--- src/rtl/hpt_pkg.sv ---
// Package for the host power timing and wake block: register map, reset values, timing.
// Assumes a 10 MHz system clock and a byte-wide register port decoded by an I2C front end.
package hpt_pkg;
    // Register byte addresses.
    localparam logic [7:0] ADDR_OFF_DELAY_LO = 8'h1c;
    localparam logic [7:0] ADDR_OFF_DELAY_HI = 8'h1d;
    localparam logic [7:0] ADDR_LOSS_MIN_LO = 8'h1e;
    localparam logic [7:0] ADDR_LOSS_MIN_HI = 8'h1f;
    localparam logic [7:0] ADDR_BOOT_TO = 8'h21;
    localparam logic [7:0] ADDR_SHDN_TO = 8'h22;
    localparam logic [7:0] ADDR_SECONDS = 8'h28;
    localparam logic [7:0] ADDR_WAKE = 8'h2c;
    // Reset values.
    localparam logic [15:0] RST_OFF_DELAY = 16'h0028;
    localparam logic [15:0] RST_LOSS_MIN = 16'hffff;
    localparam logic [7:0] RST_BOOT_TO = 8'h1e;
    localparam logic [7:0] RST_SHDN_TO = 8'h0c;
    localparam logic [31:0] RST_WAKE = 32'h0000_0000;
    localparam logic [15:0] LOSS_DISABLED = 16'hffff;
    // Time units.
    localparam int TICKS_PER_SEC = 8;
    localparam int SECS_PER_TIMEOUT_UNIT = 10;
    localparam int SECS_PER_MINUTE = 60;
    localparam int SEC_WIDTH = 32;
    // Host power state machine, one-hot.
    typedef enum logic [3:0] {
        ST_OFF = 4'h1,
        ST_BOOT = 4'h2,
        ST_RUN = 4'h4,
        ST_SHDN = 4'h8
    } hpt_state_e;
endpackage

--- src/rtl/hpt_power_timing.sv ---
// Host power sequencing timers, seconds counter and absolute wake comparator.
// Assumes an I2C slave front end presents byte reads and writes, and that the
// 8 Hz tick and 1 Hz second strobe are one-cycle pulses derived elsewhere from
// the watch-crystal time base, synchronous to mclk.
module hpt_power_timing
    import hpt_pkg::*;
(
    input wire logic mclk,
    input wire logic srst,
    input wire logic tick_8hz, // One-cycle system tick pulse.
    input wire logic sec_pulse, // One-cycle pulse each crystal second.
    input wire logic host_tx, // Host UART transmit line level.
    input wire logic iout_below_thresh, // Output current under shutdown threshold.
    input wire logic vin_below_thresh, // Input voltage under threshold.
    input wire logic vbat_below_shdn, // Battery under shutdown threshold.
    input wire logic boot_request, // Boot request from other sources.
    input wire logic host_booted, // Host reports it is running.
    input wire logic reg_wr, // Register byte write strobe.
    input wire logic reg_rd, // Register byte read strobe.
    input wire logic [7:0] reg_addr,
    input wire logic [7:0] reg_wdata,
    output logic [7:0] reg_rdata,
    output logic host_power_en,
    output logic shutdown_request,
    output logic wake_pending,
    output logic [3:0] power_state
);
    // All block state in one record.
    typedef struct packed {
        hpt_state_e st;
        logic [15:0] dly;
        logic [15:0] loss_min;
        logic [7:0] boot_to;
        logic [7:0] shdn_to;
        logic [31:0] secs;
        logic [31:0] wake;
        logic [15:0] dly_cnt; // Ticks since shutdown detected.
        logic detected; // Host shutdown seen in shutdown state.
        logic [15:0] to_secs; // Seconds in boot or shutdown state.
        logic [5:0] min_secs; // Seconds within current loss minute.
        logic [15:0] loss_cnt; // Whole minutes on lost input.
        logic shdn_req;
        logic [7:0] rdata;
    } hpt_s;

    hpt_s q_r;
    hpt_s q_nxt;

    // Address match helper, used by both the read and write decoders.
    function automatic logic hit(input logic [7:0] a, input logic [7:0] base);
        return a == base;
    endfunction

    // Pick one byte of a word by the low address bits.
    function automatic logic [7:0] byte_of(input logic [31:0] w, input logic [1:0] i);
        return w[{i, 3'b000} +: 8];
    endfunction

    // Four-byte word match on the upper address bits, used by both decoders.
    function automatic logic in_word(input logic [7:0] a, input logic [7:0] base);
        return a[7:2] == base[7:2];
    endfunction

    // Decoded conditions shared by the state machine, the outputs and the checks.
    logic wake_hit; // Pending wake time has been reached.
    logic host_down; // Host looks shut down by either detection method.
    logic boot_expired; // Boot timeout has run out.
    logic shdn_expired; // Shutdown timeout has run out.
    logic [15:0] boot_lim; // Boot timeout in seconds.
    logic [15:0] shdn_lim; // Shutdown timeout in seconds.

    // Limits in seconds; the register only holds ten-second units.
    assign boot_lim = 16'(q_r.boot_to) * 16'(SECS_PER_TIMEOUT_UNIT);
    assign shdn_lim = 16'(q_r.shdn_to) * 16'(SECS_PER_TIMEOUT_UNIT);
    // Greater-or-equal so a missed exact second still wakes; zero means idle.
    assign wake_hit = (q_r.wake != RST_WAKE) && (q_r.secs >= q_r.wake);
    assign host_down = !host_tx || iout_below_thresh;
    assign boot_expired = (q_r.boot_to != 8'h00) && (q_r.to_secs >= boot_lim);
    assign shdn_expired = (q_r.shdn_to != 8'h00) && (q_r.to_secs >= shdn_lim);

    // Next-state logic for the whole block.
    always_comb begin
        q_nxt = q_r;
        q_nxt.shdn_req = 1'b0;
        // Seconds counter keeps running regardless of host power.
        if (sec_pulse) begin
            q_nxt.secs = q_r.secs + 32'h0000_0001;
        end
        // Timeout seconds count only in boot and shutdown states.
        if (q_r.st == ST_BOOT || q_r.st == ST_SHDN) begin
            if (sec_pulse && q_r.to_secs != 16'hffff) begin
                q_nxt.to_secs = q_r.to_secs + 16'h0001;
            end
        end else begin
            q_nxt.to_secs = 16'h0000;
        end
        // Input-loss minute counter; only meaningful while running.
        if (q_r.st == ST_RUN && vin_below_thresh) begin
            if (sec_pulse) begin
                if (q_r.min_secs == 6'(SECS_PER_MINUTE - 1)) begin
                    q_nxt.min_secs = 6'h00;
                    if (q_r.loss_cnt != 16'hffff) begin
                        q_nxt.loss_cnt = q_r.loss_cnt + 16'h0001;
                    end
                end else begin
                    q_nxt.min_secs = q_r.min_secs + 6'h01;
                end
            end
        end else begin
            q_nxt.min_secs = 6'h00;
            q_nxt.loss_cnt = 16'h0000;
        end
        // Power state machine.
        case (q_r.st)
            ST_OFF: begin
                // Host unpowered: forget any detection from the last shutdown.
                q_nxt.detected = 1'b0;
                q_nxt.dly_cnt = 16'h0000;
                // A missed wake time still boots the host as soon as it is off.
                if (wake_hit) begin
                    q_nxt.st = ST_BOOT;
                    q_nxt.wake = RST_WAKE;
                end else if (boot_request) begin
                    q_nxt.st = ST_BOOT;
                end
            end
            ST_BOOT: begin
                // Wait for the host to report in; give up when the timeout runs out.
                if (host_booted) begin
                    q_nxt.st = ST_RUN;
                end else if (boot_expired) begin
                    q_nxt.st = ST_OFF;
                end
            end
            ST_RUN: begin
                // Battery check wins over any remaining minutes.
                if (vbat_below_shdn) begin
                    q_nxt.st = ST_SHDN;
                    q_nxt.shdn_req = 1'b1;
                end else if (vin_below_thresh && q_r.loss_min != LOSS_DISABLED
                        && q_r.loss_cnt >= q_r.loss_min) begin
                    q_nxt.st = ST_SHDN;
                    q_nxt.shdn_req = 1'b1;
                end
            end
            ST_SHDN: begin
                // Detection latches, so a glitch back high does not restart the delay.
                if (host_down) begin
                    q_nxt.detected = 1'b1;
                end
                if (q_r.detected && tick_8hz) begin
                    q_nxt.dly_cnt = q_r.dly_cnt + 16'h0001;
                end
                // The shutdown timeout only applies while the host still looks alive.
                if (q_r.detected && q_r.dly_cnt >= q_r.dly) begin
                    q_nxt.st = ST_OFF;
                end else if (!q_r.detected && shdn_expired) begin
                    q_nxt.st = ST_OFF;
                end
            end
            default: begin
                // An illegal code falls back to the safe, unpowered state.
                q_nxt.st = ST_OFF;
            end
        endcase
        // Host register writes; a write in the boot cycle overrides the wake clear.
        if (reg_wr) begin
            // The two halves of a 16-bit register are written one byte at a time.
            if (hit(reg_addr, ADDR_OFF_DELAY_LO)) q_nxt.dly[7:0] = reg_wdata;
            if (hit(reg_addr, ADDR_OFF_DELAY_HI)) q_nxt.dly[15:8] = reg_wdata;
            if (hit(reg_addr, ADDR_LOSS_MIN_LO)) q_nxt.loss_min[7:0] = reg_wdata;
            if (hit(reg_addr, ADDR_LOSS_MIN_HI)) q_nxt.loss_min[15:8] = reg_wdata;
            if (hit(reg_addr, ADDR_BOOT_TO)) q_nxt.boot_to = reg_wdata;
            if (hit(reg_addr, ADDR_SHDN_TO)) q_nxt.shdn_to = reg_wdata;
            // No shadow latch: the counter may carry between two byte writes.
            if (in_word(reg_addr, ADDR_SECONDS)) begin
                q_nxt.secs[{reg_addr[1:0], 3'b000} +: 8] = reg_wdata;
            end
            if (in_word(reg_addr, ADDR_WAKE)) begin
                q_nxt.wake[{reg_addr[1:0], 3'b000} +: 8] = reg_wdata;
            end
        end
        // Read data is registered; unmapped addresses read zero.
        if (reg_rd) begin
            q_nxt.rdata = 8'h00;
            if (hit(reg_addr, ADDR_OFF_DELAY_LO)) q_nxt.rdata = q_r.dly[7:0];
            if (hit(reg_addr, ADDR_OFF_DELAY_HI)) q_nxt.rdata = q_r.dly[15:8];
            if (hit(reg_addr, ADDR_LOSS_MIN_LO)) q_nxt.rdata = q_r.loss_min[7:0];
            if (hit(reg_addr, ADDR_LOSS_MIN_HI)) q_nxt.rdata = q_r.loss_min[15:8];
            if (hit(reg_addr, ADDR_BOOT_TO)) q_nxt.rdata = q_r.boot_to;
            if (hit(reg_addr, ADDR_SHDN_TO)) q_nxt.rdata = q_r.shdn_to;
            // Words are read a byte at a time, so a carry between reads is possible.
            if (in_word(reg_addr, ADDR_SECONDS)) q_nxt.rdata = byte_of(q_r.secs, reg_addr[1:0]);
            if (in_word(reg_addr, ADDR_WAKE)) q_nxt.rdata = byte_of(q_r.wake, reg_addr[1:0]);
        end
    end

    // State register; the seconds counter starts at zero after reset.
    always_ff @(posedge mclk) begin
        if (srst) begin
            // Clearing the whole record first starts the seconds counter at zero.
            q_r <= '0;
            q_r.st <= ST_OFF;
            q_r.dly <= RST_OFF_DELAY;
            q_r.loss_min <= RST_LOSS_MIN;
            q_r.boot_to <= RST_BOOT_TO;
            q_r.shdn_to <= RST_SHDN_TO;
            q_r.wake <= RST_WAKE;
        end else begin
            q_r <= q_nxt;
        end
    end

    // Outputs; power enable and wake pending are plain decodes of registered state.
    assign reg_rdata = q_r.rdata;
    assign host_power_en = (q_r.st != ST_OFF);
    assign shutdown_request = q_r.shdn_req;
    assign wake_pending = wake_hit;
    assign power_state = q_r.st;

    // Checks. Each one reads the registered state, so it sees settled values.
    // A wake found while off must boot the host at the next edge.
    a_wake_boot: assert property (@(posedge mclk) disable iff (srst)
        (q_r.st == ST_OFF && wake_hit) |=> (q_r.st == ST_BOOT))
        else $error("wake did not boot");
    // The wake that boots is cleared, unless the host rewrites the wake word then.
    a_wake_clear: assert property (@(posedge mclk) disable iff (srst)
        (q_r.st == ST_OFF && wake_hit && !(reg_wr && in_word(reg_addr, ADDR_WAKE)))
        |=> (q_r.wake == RST_WAKE))
        else $error("wake time not cleared");
    // A zero wake time must never boot the host on its own.
    a_wake_zero: assert property (@(posedge mclk) disable iff (srst)
        (q_r.st == ST_OFF && q_r.wake == RST_WAKE && !boot_request) |=> !host_power_en)
        else $error("zero wake time fired");
    // Low battery leaves the run state at once and pulses the request.
    a_vbat_first: assert property (@(posedge mclk) disable iff (srst)
        (q_r.st == ST_RUN && vbat_below_shdn) |=> (q_r.st == ST_SHDN && shutdown_request))
        else $error("battery shutdown late");
    // All-ones minutes keep the host running on input loss.
    a_loss_off: assert property (@(posedge mclk) disable iff (srst)
        (q_r.st == ST_RUN && !vbat_below_shdn && q_r.loss_min == LOSS_DISABLED)
        |=> (q_r.st == ST_RUN))
        else $error("disabled auto shutdown fired");
    // Zero minutes shut down at the first edge with input lost.
    a_loss_now: assert property (@(posedge mclk) disable iff (srst)
        (q_r.st == ST_RUN && vin_below_thresh && q_r.loss_min == 16'h0000)
        |=> (q_r.st == ST_SHDN))
        else $error("zero minute shutdown late");
    // Input loss waits until the whole programmed minutes have been counted.
    a_loss_wait: assert property (@(posedge mclk) disable iff (srst)
        (q_r.st == ST_RUN && !vbat_below_shdn && q_r.loss_cnt < q_r.loss_min)
        |=> (q_r.st == ST_RUN))
        else $error("input loss shutdown early");
    // Power stays on until the delay count has been reached.
    a_delay_off: assert property (@(posedge mclk) disable iff (srst)
        (q_r.st == ST_SHDN && q_r.detected && q_r.dly_cnt < q_r.dly) |=> host_power_en)
        else $error("power cut before delay");
    // Either detection method latches detection in the shutdown state.
    a_detect_set: assert property (@(posedge mclk) disable iff (srst)
        (q_r.st == ST_SHDN && host_down) |=> q_r.detected)
        else $error("host shutdown not detected");
    // A zero boot timeout keeps waiting for the host.
    a_boot_hold: assert property (@(posedge mclk) disable iff (srst)
        (q_r.st == ST_BOOT && q_r.boot_to == 8'h00 && !host_booted) |=> (q_r.st == ST_BOOT))
        else $error("disabled boot timeout fired");
    // An expired boot timeout cuts power at the next edge.
    a_boot_cut: assert property (@(posedge mclk) disable iff (srst)
        (q_r.st == ST_BOOT && !host_booted && boot_expired) |=> !host_power_en)
        else $error("boot timeout ignored");
    // A zero shutdown timeout leaves power-off to the detection methods.
    a_shdn_hold: assert property (@(posedge mclk) disable iff (srst)
        (q_r.st == ST_SHDN && q_r.shdn_to == 8'h00 && !q_r.detected) |=> (q_r.st == ST_SHDN))
        else $error("disabled shutdown timeout fired");
    // An expired shutdown timeout cuts power while the host still looks alive.
    a_shdn_cut: assert property (@(posedge mclk) disable iff (srst)
        (q_r.st == ST_SHDN && !q_r.detected && shdn_expired) |=> !host_power_en)
        else $error("shutdown timeout ignored");
    // The seconds counter steps on every crystal second unless the host loads it.
    a_sec_count: assert property (@(posedge mclk) disable iff (srst)
        (sec_pulse && !(reg_wr && in_word(reg_addr, ADDR_SECONDS)))
        |=> (q_r.secs == $past(q_r.secs) + 32'h0000_0001))
        else $error("seconds did not count");
    // Main scenarios that the bench is expected to reach.
    c_wake: cover property (@(posedge mclk) q_r.st == ST_OFF && wake_hit);
    c_loss: cover property (@(posedge mclk) q_r.st == ST_RUN && q_r.loss_cnt != 16'h0000);
    c_boot_to: cover property (@(posedge mclk) q_r.st == ST_BOOT && boot_expired);
    c_shdn_to: cover property (@(posedge mclk) q_r.st == ST_SHDN && shdn_expired);
    c_delay: cover property (@(posedge mclk) q_r.detected && q_r.dly_cnt >= q_r.dly);
endmodule

--- config.mk ---
export PLATFORM = sky130hd
export DESIGN_NAME = hpt_power_timing
export DESIGN_NICKNAME = d
export VERILOG_FILES = /design/src/rtl/hpt_pkg.sv /design/src/rtl/hpt_power_timing.sv
export SDC_FILE = /design/constraint.sdc
export NUM_CORES = 1
export LEC_CHECK = 0
export BUFFER_PORTS_ARGS = -buffer_cell sky130_fd_sc_hd__buf_4
export CAP_MARGIN = 20
export CORE_MARGIN = 1
export CORE_UTILIZATION = 60
export DETAILED_ROUTE_END_ITERATION = 10
export GPL_ROUTABILITY_DRIVEN = 0
export PLACE_DENSITY_LB_ADDON = 0.05
export REMOVE_ABC_BUFFERS = 1
export SLEW_MARGIN = 20
export SYNTH_ARGS = -nofsm -noshare
export SYNTH_HDL_FRONTEND = slang
export SYNTH_SLANG_ARGS = --single-unit
--- constraint.sdc ---
create_clock -name mclk -period 7.5 [get_ports mclk]
set_input_delay 0.75 -clock mclk [delete_from_list [all_inputs] [get_ports mclk]]
set_output_delay 0.75 -clock mclk [all_outputs]
set_load 0.005 [all_outputs]
==> results of run 1 <==
## sequential cells by signal (all words and copies together), names as in the netlist
| register | count |
|---|---|
| reg_rdata | 8 |
| power_state | 4 |
| q_r | 167 |
| shutdown_request | 1 |
## cell families after synthesis
kind of cell               count (synthesis)
and+or+nand+nor                          512
adders and majority gates                124
AOI/OAI and AO/OA                        265
muxes                                     38
xor gates and xnor gates                  83
buffers and inverters                    169
DFF                                      180
## report_power, final
part / switching, uW / internal, uW / total, uW
logic: 81.5 / 38.3 / 120
registers: 6.42 / 959 / 965
clock network: 411 / 463 / 875
total: 499 / 1460 / 1960
## per-stage QoR
| stage | setup slack (ps) | hold WS, ps | total power, uW | instances |
|---|---|---|---|---|
| 2_1_floorplan | 4290 | 443 | 1040 | 1301 |
| 5_1_grt | 3730 | 509 | 2020 | 1613 |
| 6_report | 3970 | 492 | 1960 | 1613 |
| 3_3_place_gp | 4070 | 477 | 1100 | 1581 |
| 4_1_cts | 3960 | 491 | 1960 | 1613 |
| 3_5_place_dp | 3980 | 474 | 1100 | 1581 |
## worst max-delay path: stages, from the launching register on
cell and delay (ps):
dfxtp_1 420, ha_1 270, ha_1 230, fa_1 410, a21oi_1 140, nor2_1 50
nor2_1 160, o21bai_1 80, a21oi_1 170, xor2_1 160, ha_1 240, or2_2 270
a21oi_1 170, a31oi_1 80, a21oi_1 210, a41oi_1 80, a211o_1 280
## cell usage in the layout, fill, tap and decap left out, types with 6 or more instances in the layout
| cell type | n |
|---|---|
| a211oi_1 | 28 |
| a21o_1 | 12 |
| a21oi_1 | 80 |
| a221o_1 | 6 |
| a22o_1 | 7 |
| a22oi_1 | 10 |
| a31oi_1 | 12 |
| a32o_1 | 16 |
| and2_1 | 9 |
| and3_1 | 16 |
| and4_1 | 8 |
| buf_4 | 46 |
| clkbuf_16 | 17 |
| dfxtp_1 | 180 |
| ha_1 | 122 |
| inv_1 | 97 |
| mux2_2 | 9 |
| mux2i_1 | 13 |
| mux4_2 | 16 |
| nand2_1 | 164 |
| nand2b_1 | 13 |
| nand3_1 | 82 |
| nand4_1 | 42 |
| nor2_1 | 110 |
| nor2b_1 | 7 |
| nor3_1 | 14 |
| nor4_1 | 20 |
| o211ai_1 | 12 |
| o21ai_0 | 38 |
| o21ai_1 | 8 |
| xnor2_1 | 33 |
| xor2_1 | 50 |
## layer usage
metal | GRT usage [%] | vias up
met5 | 0 | -
li1 | - | 4892
met3 | 7.59 | 85
met4 | 13.6 | 0
met1 | 44.8 | 4744
met2 | 54.0 | 411
## area by class of cell
type                       instances  area, um^2
clock buffer                      19         433
sequential                       180        3600
timing repair buffer              46         345
inverter                          99         372
clock inverter                    13         125
fill                            1638        6400
tap                              234         293
multi-input combinational       1022        7190
## worst paths after layout
path	start	end	slack (ps)	cells past startpoint
setup / recovery	q_r[139]	power_state[0]	3970	16
hold / removal	q_r[170]	q_r[170]	490	2
setup reg to reg	q_r[139]	power_state[0]	3970	16
hold reg to reg	q_r[170]	q_r[170]	490	2
==> metrics.md, run 1 <==
| Metric | Value |
|---|---|
| Xor/xnor share of the synthesized area | 6.31% |
| Drt drc | 0 |
| Crit path capture type | register |
| Leakage | 0.00508 uW |
| Avg Synthesized Cell Area | 8.40 um^2 |
| Die Y | 141 um |
| Clock Tree Buf Depth | 2 |
| Post-synth EDFFs | 0 |
| Synth top area share | 31.3% |
| IO Port Bufs | 42 |
| Met2 WL post-DR | 14.4 mm |
| Synth cell types | 78 |
| Post-synthesis adder-cell area fraction | 13.6% |
| Met3 wire len | 2.54 mm |
| Multiplexer share of the synthesized area | 5.14% |
| Via density | 6.28 |
| Initial core utilization | 61.4% |
| RSZ-0062 raised after global routing | false |
| Antenna-violating nets left | 0 |
| Top-count cell post-synth | dfxtp_1 |
| Worst Hold Class | register to register |
| Max cap viols | 0 |
| Core Box Area | 0.0188 mm^2 |
| Fraction of registers with async set or reset after synthesis | 0% |
| Die area | 0.0198 mm^2 |
| Area delta synth->final | 7.36% |
| Worst Path Required | 7820 ps |
| Yosys reg bits | 180 |
| Max layer used | met4 |
| Vias in the first global route | 9426 |
| Clock Tree Root | clkbuf_16 |
| Clk_skew | 8.87 ps |
| Synthesized area | 0.0115 mm^2 |
| Synth area leaders | dfxtp_1 (31%), ha_1 (13%), nand2_1 (5.3%), xor2_1 (3.8%), nor2_1 (3.6%) |
| Site Rows | 50 |
| Final Hold Fails | 0 |
| 1st-iter DRT viols | 1031 |
| Overflow after GRT | 0 |
| CTS H-Tree Depth | 4 |
| Simple-gate share of the synthesized area | 21.8% |
| Startpoint Class | register |
| Worst-path clk slew | 70 ps |
| Cell taking the most area after synthesis | dfxtp_1 |
| Layout Utilization | 65.9% |
| Final Max Tran Viols | 0 |
| Antenna cell count | 0 |
| Ys flop type | dfxtp_1 |
| WL final | 32.5 mm |
| Clock latency on the worst-skew pair | 440 ps |
| Average routed wire per standard cell | 20.1 um |
| CTS tree | done |
| Sink Count | 180 |
| Yosys warning count | 0 |
| Slew Limit Headroom | 29.5% |
| Non-Filler Cell Area, Final | 0.0124 mm^2 |
| Power density cells | 159 mW/mm^2 |
| Hold-fix buffers at CTS | 0 |
| Share of cells above drive strength 1 | 8.92% |
| Initial antenna violation count | 0 |
| Data arrival, critical path | 3860 ps |
| Final setup fails | 0 |
| Buffer count from post-CTS setup fixing | 0 |
| Crit Path Max Fanout | 5 |
| Main combinational cell family by area after synthesis | simple AND/OR/NAND/NOR gates |
| VDD IR max | 194 uV |
| GRT Util Overall | 34.0% |
| Sequential share of the synthesized area | 31.3% |
| Detail Placement HPWL | 23.6 mm |
| Post_cts resized | 0 |
| Top post-synthesis cells by count | dfxtp_1 (180), nand2_1 (164), ha_1 (122) |
| Global-route wire length before repair | 51.8 mm |
| Compound-Gate Fraction of Synth Area | 15.5% |
| Setup TNS | 0 ps |
| Mapped Cells | 1371 |
| IO Count | 43 |
| Nets | 1518 |
| Slew @ Worst Pin | 1050 ps |
| Die X | 141 um |
| Status | finished clean |
| Met1 WL | 14.4 mm |
| Drt pass-1 iters | 5 |
| Largest net degree at the start of global routing | 42 |
| Fmax | 0.283 GHz |
| Placement-stage cell area | 0.0118 mm^2 |
| Min cycle time layout | 3530 ps |
| Final Cycle Share | 47.1% |
| Vias | 10100 |
| Crit Path Category | register to register |
| CTS Buf Count | 17 |
(Power assumes the default switching activity.)
==> inputs of run 2 (changes only) <==
- CORE_UTILIZATION: 60 -> 57
- clock period: 7.5 -> 2.9 ns (I/O delays scaled with it)
==> metrics.md, run 2 (synthesized netlist as in run 1, its figures left out) <==
| Metric | Value |
|---|---|
| Via density | 6.13 (-2.3%) |
| Status | finished, violations left |
| IO Count | 43 (unchanged) |
| Most common cell after layout, fill and taps aside | dfxtp_1 |
| Worst Path Required | 3220 ps (-4600 ps) |
| Min-delay src | reg_rd |
| Final setup fails | 3 (+3) |
| Critical R2R Launch | q_r[138] |
| Average routed wire per standard cell | 19.5 um (-3.0%) |
| GRT Util Overall | 33.6% (-0.44 points) |
| Clk_skew | 10.1 ps (+1.27 ps) |
| CTS Buf Count | 17 (unchanged) |
| CTS tree | done |
| CTS H-Tree Depth | 4 (unchanged) |
| Worst Hold Class | input pin to register |
| Max FFs per register | 167 (unchanged) |
| PnR worst setup slack | -314 ps (-4280 ps) |
| Leakage | 0.00545 uW (+7.3%) |
| Vias | 10500 (+3.8%) |
| Hold-fix buffers at CTS | 0 (unchanged) |
| Nets | 1589 (+4.7%) |
| Largest Register | q_r |
| Clock Tree Buf Depth | 2 (unchanged) |
| Final Cycle Share | 111% (+64 points) |
| Share of cells above drive strength 1 | 14.9% (+6.0 points) |
| Worst-path clk slew | 70 ps (about the same) |
| Worst setup path end | power_state[0] |
| Non-Filler Cell Area, Final | 0.0131 mm^2 (+5.8%) |
| Reg2Reg Depth | 13 (-3) |
| Final Max Tran Viols | 0 (unchanged) |
| Crit Path Max Fanout | 3 (-2) |
| Most frequent cells in the layout | dfxtp_1 (175), nand2_1 (164), ha_1 (116), buf_4 (116), nor2_1 (110) |
| Global-route wire length before repair | 52.8 mm (+2.0%) |
| CP startpoint | q_r[138] |
| Area delta synth->final | 13.5% |
| Drt pass-1 iters | 6 (+1) |
| Min cycle time layout | 3210 ps (-320 ps) |
| Reg2reg setup slack | -310 ps (-4280 ps) |
| Max cap viols | 0 (unchanged) |
| Fillers | 1740 (+6.2%) |
| Power density cells | 389 mW/mm^2 (+150%) |
| Slew @ Worst Pin | 666 ps (-384 ps) |
| Vias in the first global route | 9846 (+4.5%) |
| Crit Path Category | register to register |
| Die area | 0.0208 mm^2 (+5.2%) |
| RSZ-0062 raised after global routing | true |
| Site Rows | 51 (+2.0%) |
| Fmax | 0.311 GHz (+10%) |
| Clock Tree Root | clkbuf_16 |
| 1st-iter DRT viols | 808 (-22%) |
| Core Box Area | 0.0197 mm^2 (+4.7%) |
| Die Y | 144 um (+2.6%) |
| Antenna-violating nets left | 0 (unchanged) |
| Largest net degree at the start of global routing | 40 (-4.8%) |
| FF-to-FF End | power_state[0] |
| Clock latency on the worst-skew pair | 440 ps (about the same) |
| Failing checks | setup timing |
| Sink Count | 180 (unchanged) |
| Antenna cell count | 0 (unchanged) |
| Drt drc | 0 (unchanged) |
| Detail Placement HPWL | 24.3 mm (+3.2%) |
| Placement-stage cell area | 0.0124 mm^2 (+4.9%) |
| Die X | 144 um (+2.6%) |
| Data arrival, critical path | 3540 ps (-320 ps) |
| VDD IR max | 329 uV (+70%) |
| WL final | 33.5 mm (+3.1%) |
| Crit path capture type | register |
| Final Hold Fails | 0 (unchanged) |
| Power Total | 5080 uW (+160%) |
| Initial core utilization | 58.6% (-2.8 points) |
| Overflow after GRT | 0 (unchanged) |
| IO Port Bufs | 42 (unchanged) |
| Slew Limit Headroom | 55.2% (+26 points) |
| Startpoint Class | register |
| Initial antenna violation count | 0 (unchanged) |
[run 2: cell types whose count changed in the layout (fill, tap and decap cells not counted), moves of 2 or more]
cell	change
dfxtp_1	-5
ha_4	+5
dfxtp_2	+5
ha_1	-6
a21oi_2	+8
a2111oi_0	-3
a2111oi_2	+2
buf_4	+70
a21oi_1	-8
[run 2: worst min path at each step]
stage / to / slack (ps) / cells past startpoint
2_1_floorplan: power_state[1] / 360 / 1
3_3_place_gp: q_r[173] / 470 / 2
3_5_place_dp: q_r[174] / 470 / 2
4_1_cts: reg_rdata[6] / 70 / 2
5_1_grt: reg_rdata[6] / 80 / 2
6_report: reg_rdata[6] / 80 / 2
[run 2: repair_timing]
item	CTS	global route
pin swaps	13	14
endpoints found under the setup margin	3	4
setup buffers	0	1
resized for setup	18	12
[run 2: worst max-delay path, stage by stage (launching register included)]
cell and delay [ps]:
dfxtp_2 350, ha_4 260, ha_1 290, a21o_1 180, a21oi_2 150, o21bai_1 110, a21oi_2 160, xor2_1 180
ha_1 280, a2111oi_2 400, a31oi_2 170, a21oi_2 210, a41oi_2 80, a211o_1 290
[run 2: metal layers]
metal  global-route usage [%]  part of all wire (%)  vias up
met4                     14.4                   3.6        0
met1                     43.2                    43     4946
met3                     5.40                   6.6       90
met5                        0                     0        -
li1                         -                     -     5053
met2                     55.5                    47      426
[run 2: metrics by stage]
stage	hold WS, ps	cells	TNS, ps	setup WS (ps)	utilization, %
floorplan	359	1301	-610	-309	-
global placement	469	1682	-942	-419	63.0
detailed placement	468	1682	-1070	-440	63.0
CTS	71.1	1713	-614	-296	66.2
global route	75.9	1714	-1150	-456	66.5
finish	81.1	1714	-645	-314	66.5
[run 2: where the power goes]
group | total [uW] | switching, uW | internal, uW
Sequential | 2500 | 17.1 | 2480
Combinational | 340 | 221 | 119
Clock | 2250 | 1040 | 1210
Total | 5080 | 1270 | 3810
[run 2: area by class of cell]
cell class	instances	area, um^2	area share (%)
flip-flops and latches	180	3610	27.6
multi-input cells	1022	7320	56.0
well taps	265	332	2.54
inverters	99	372	2.84
clock inverters	10	100	0.766
repair buffers	117	891	6.81
clock buffers	21	450	3.44
==> inputs of run 3 (changes only) <==
- CORE_UTILIZATION: 57 -> 60
- clock period: 2.9 -> 3.7 ns (I/O delays scaled with it)
==> metrics.md, run 3 (synthesized netlist as in run 1, its figures left out) <==
| Metric | Value |
|---|---|
| Slew Limit Headroom | 33.7% (-22 points) |
| Slowest cell on crit path | a2111oi_0 |
| Final Max Tran Viols | 0 (unchanged) |
| Vias | 10200 (-3.2%) |
| Startpoint Class | register |
| Final Hold Fails | 0 (unchanged) |
| Final Cycle Share | 94.4% (-16 points) |
| Max cap viols | 0 (unchanged) |
| Clk_skew | 10.5 ps (+0.367 ps) |
| CTS H-Tree Depth | 4 (unchanged) |
| Min cycle time layout | 3490 ps (+280 ps) |
| Worst Path Required | 4030 ps (+810 ps) |
| Worst-path clk slew | 70 ps (about the same) |
| VDD IR max | 315 uV (-4.2%) |
| Largest net degree at the start of global routing | 69 (+73%) |
| Final setup fails | 0 (-3) |
| Die Y | 141 um (-2.5%) |
| Status | finished clean |
| Nets | 1524 (-4.1%) |
| Post_cts resized | 0 (-18) |
| CTS Buf Count | 17 (unchanged) |
| Worst Hold Class | input pin to register |
| Critical Path Max Stage Delay | 430 ps (+30 ps) |
| Non-Filler Cell Area, Final | 0.0125 mm^2 (-4.3%) |
| Site Rows | 50 (-2.0%) |
| WL final | 31.8 mm (-5.0%) |
| Antenna-violating nets left | 0 (unchanged) |
| Initial core utilization | 61.4% (+2.8 points) |
| Via density | 6.29 (+2.5%) |
| Fmax | 0.286 GHz (-8.0%) |
| Largest Register | q_r |
| Antenna cell count | 0 (unchanged) |
| GRT Util Overall | 32.9% (-0.68 points) |
| IO Port Bufs | 42 (unchanged) |
| Crit path capture type | register |
| Hold-fix buffers at CTS | 0 (unchanged) |
| PnR worst setup slack | 205 ps (+520 ps) |
| Fillers | 1573 (-9.6%) |
| Buffer count from post-CTS setup fixing | 0 (unchanged) |
| Most common cell after layout, fill and taps aside | dfxtp_1 |
| Hold depth | 2 (unchanged) |
| Place WS | 114 ps (+554 ps) |
| Clock Tree Buf Depth | 2 (unchanged) |
| Clock Tree Root | clkbuf_16 |
| Path length in cells of the critical path | 13 (unchanged) |
| Global-route wire length before repair | 50.5 mm (-4.3%) |
| Vias in the first global route | 9407 (-4.5%) |
| Reg2Reg Depth | 13 (unchanged) |
| Power density cells | 340 mW/mm^2 (-13%) |
| Power Total | 4250 uW (-16%) |
| Placement-stage cell area | 0.0118 mm^2 (-4.3%) |
| Overflow after GRT | 0 (unchanged) |
| Average routed wire per standard cell | 19.7 um (+0.58%) |
| 1st-iter DRT viols | 880 (+8.9%) |
| Die area | 0.0198 mm^2 (-4.9%) |
| Drt pass-1 iters | 8 (+2) |
| Crit path max-delay family | compound AO/OA/AOI/OAI gates |
| Crit Path Category | register to register |
| CTS tree | done |
| Area delta synth->final | 8.62% |
| Share of cells above drive strength 1 | 9.60% (-5.3 points) |
| Detail Placement HPWL | 23.0 mm (-5.5%) |
| Core Box Area | 0.0188 mm^2 (-4.5%) |
| Max FFs per register | 167 (unchanged) |
| Most frequent CP cell | ha_1 |
| Crit-path cells | ha_1, ha_1, a21o_1, a21oi_1, o21bai_1, a21oi_1, xor2_1, ha_1, a2111oi_0, a31oi_1, a21oi_2, a41oi_1, a211o_1 |
| Leakage | 0.00516 uW (-5.2%) |
| Die X | 141 um (-2.5%) |
| Data arrival, critical path | 3820 ps (+280 ps) |
| IO Count | 43 (unchanged) |
| RSZ-0062 raised after global routing | false |
| Crit Path Max Fanout | 5 (+2) |
| Clock latency on the worst-skew pair | 440 ps (about the same) |
| Drt drc | 0 (unchanged) |
| Most frequent cells in the layout | dfxtp_1 (179), nand2_1 (164), ha_1 (122) |
| Layout Utilization | 66.6% (+0.12 points) |
| Slew @ Worst Pin | 987 ps (+320 ps) |
| Worst path bufs/invs | 0 (unchanged) |
| Initial antenna violation count | 0 (unchanged) |
| Setup TNS | 0 ps (+645 ps) |
| Sink Count | 180 (unchanged) |
[run 3: path summary, 6_finish.rpt]
check	startpoint	end	slack [ps]
max	q_r[140]	power_state[0]	210
min	reg_rd	reg_rdata[6]	150
max reg2reg	q_r[140]	power_state[0]	210
min reg2reg	q_r[169]	q_r[169]	480
[run 3: final cells by class]
type,count,area [um^2],area share (%)
well taps,234,293,2.34
clock inverters,13,204,1.63
multi-input cells,1022,7190,57.5
repair buffers,52,390,3.12
flip-flops and latches,180,3600,28.8
inverters,99,372,2.97
clock buffers,19,453,3.62
[run 3: report_power, final]
part	internal, uW	total, uW	switching (uW)	leakage (uW)
Clock	1190	2050	860	0.000324
Sequential	1940	1960	13.7	0.00145
Combinational	78.1	244	166	0.00339
Total	3210	4250	1040	0.00516
[run 3: per-stage QoR]
| stage | std cells | hold WS (ps) |
|---|---|---|
| 6_report | 1619 | 154 |
| 5_1_grt | 1619 | 156 |
| 4_1_cts | 1619 | 149 |
| 3_5_place_dp | 1587 | 466 |
| 3_3_place_gp | 1587 | 461 |
| 2_1_floorplan | 1301 | 439 |
[run 3: per-layer routing]
metal,routed length [um],GRT usage [%]
met1,14200,44.4
met2,14100,51.4
met3,2230,5.85
met4,1230,14.6
met5,0,0
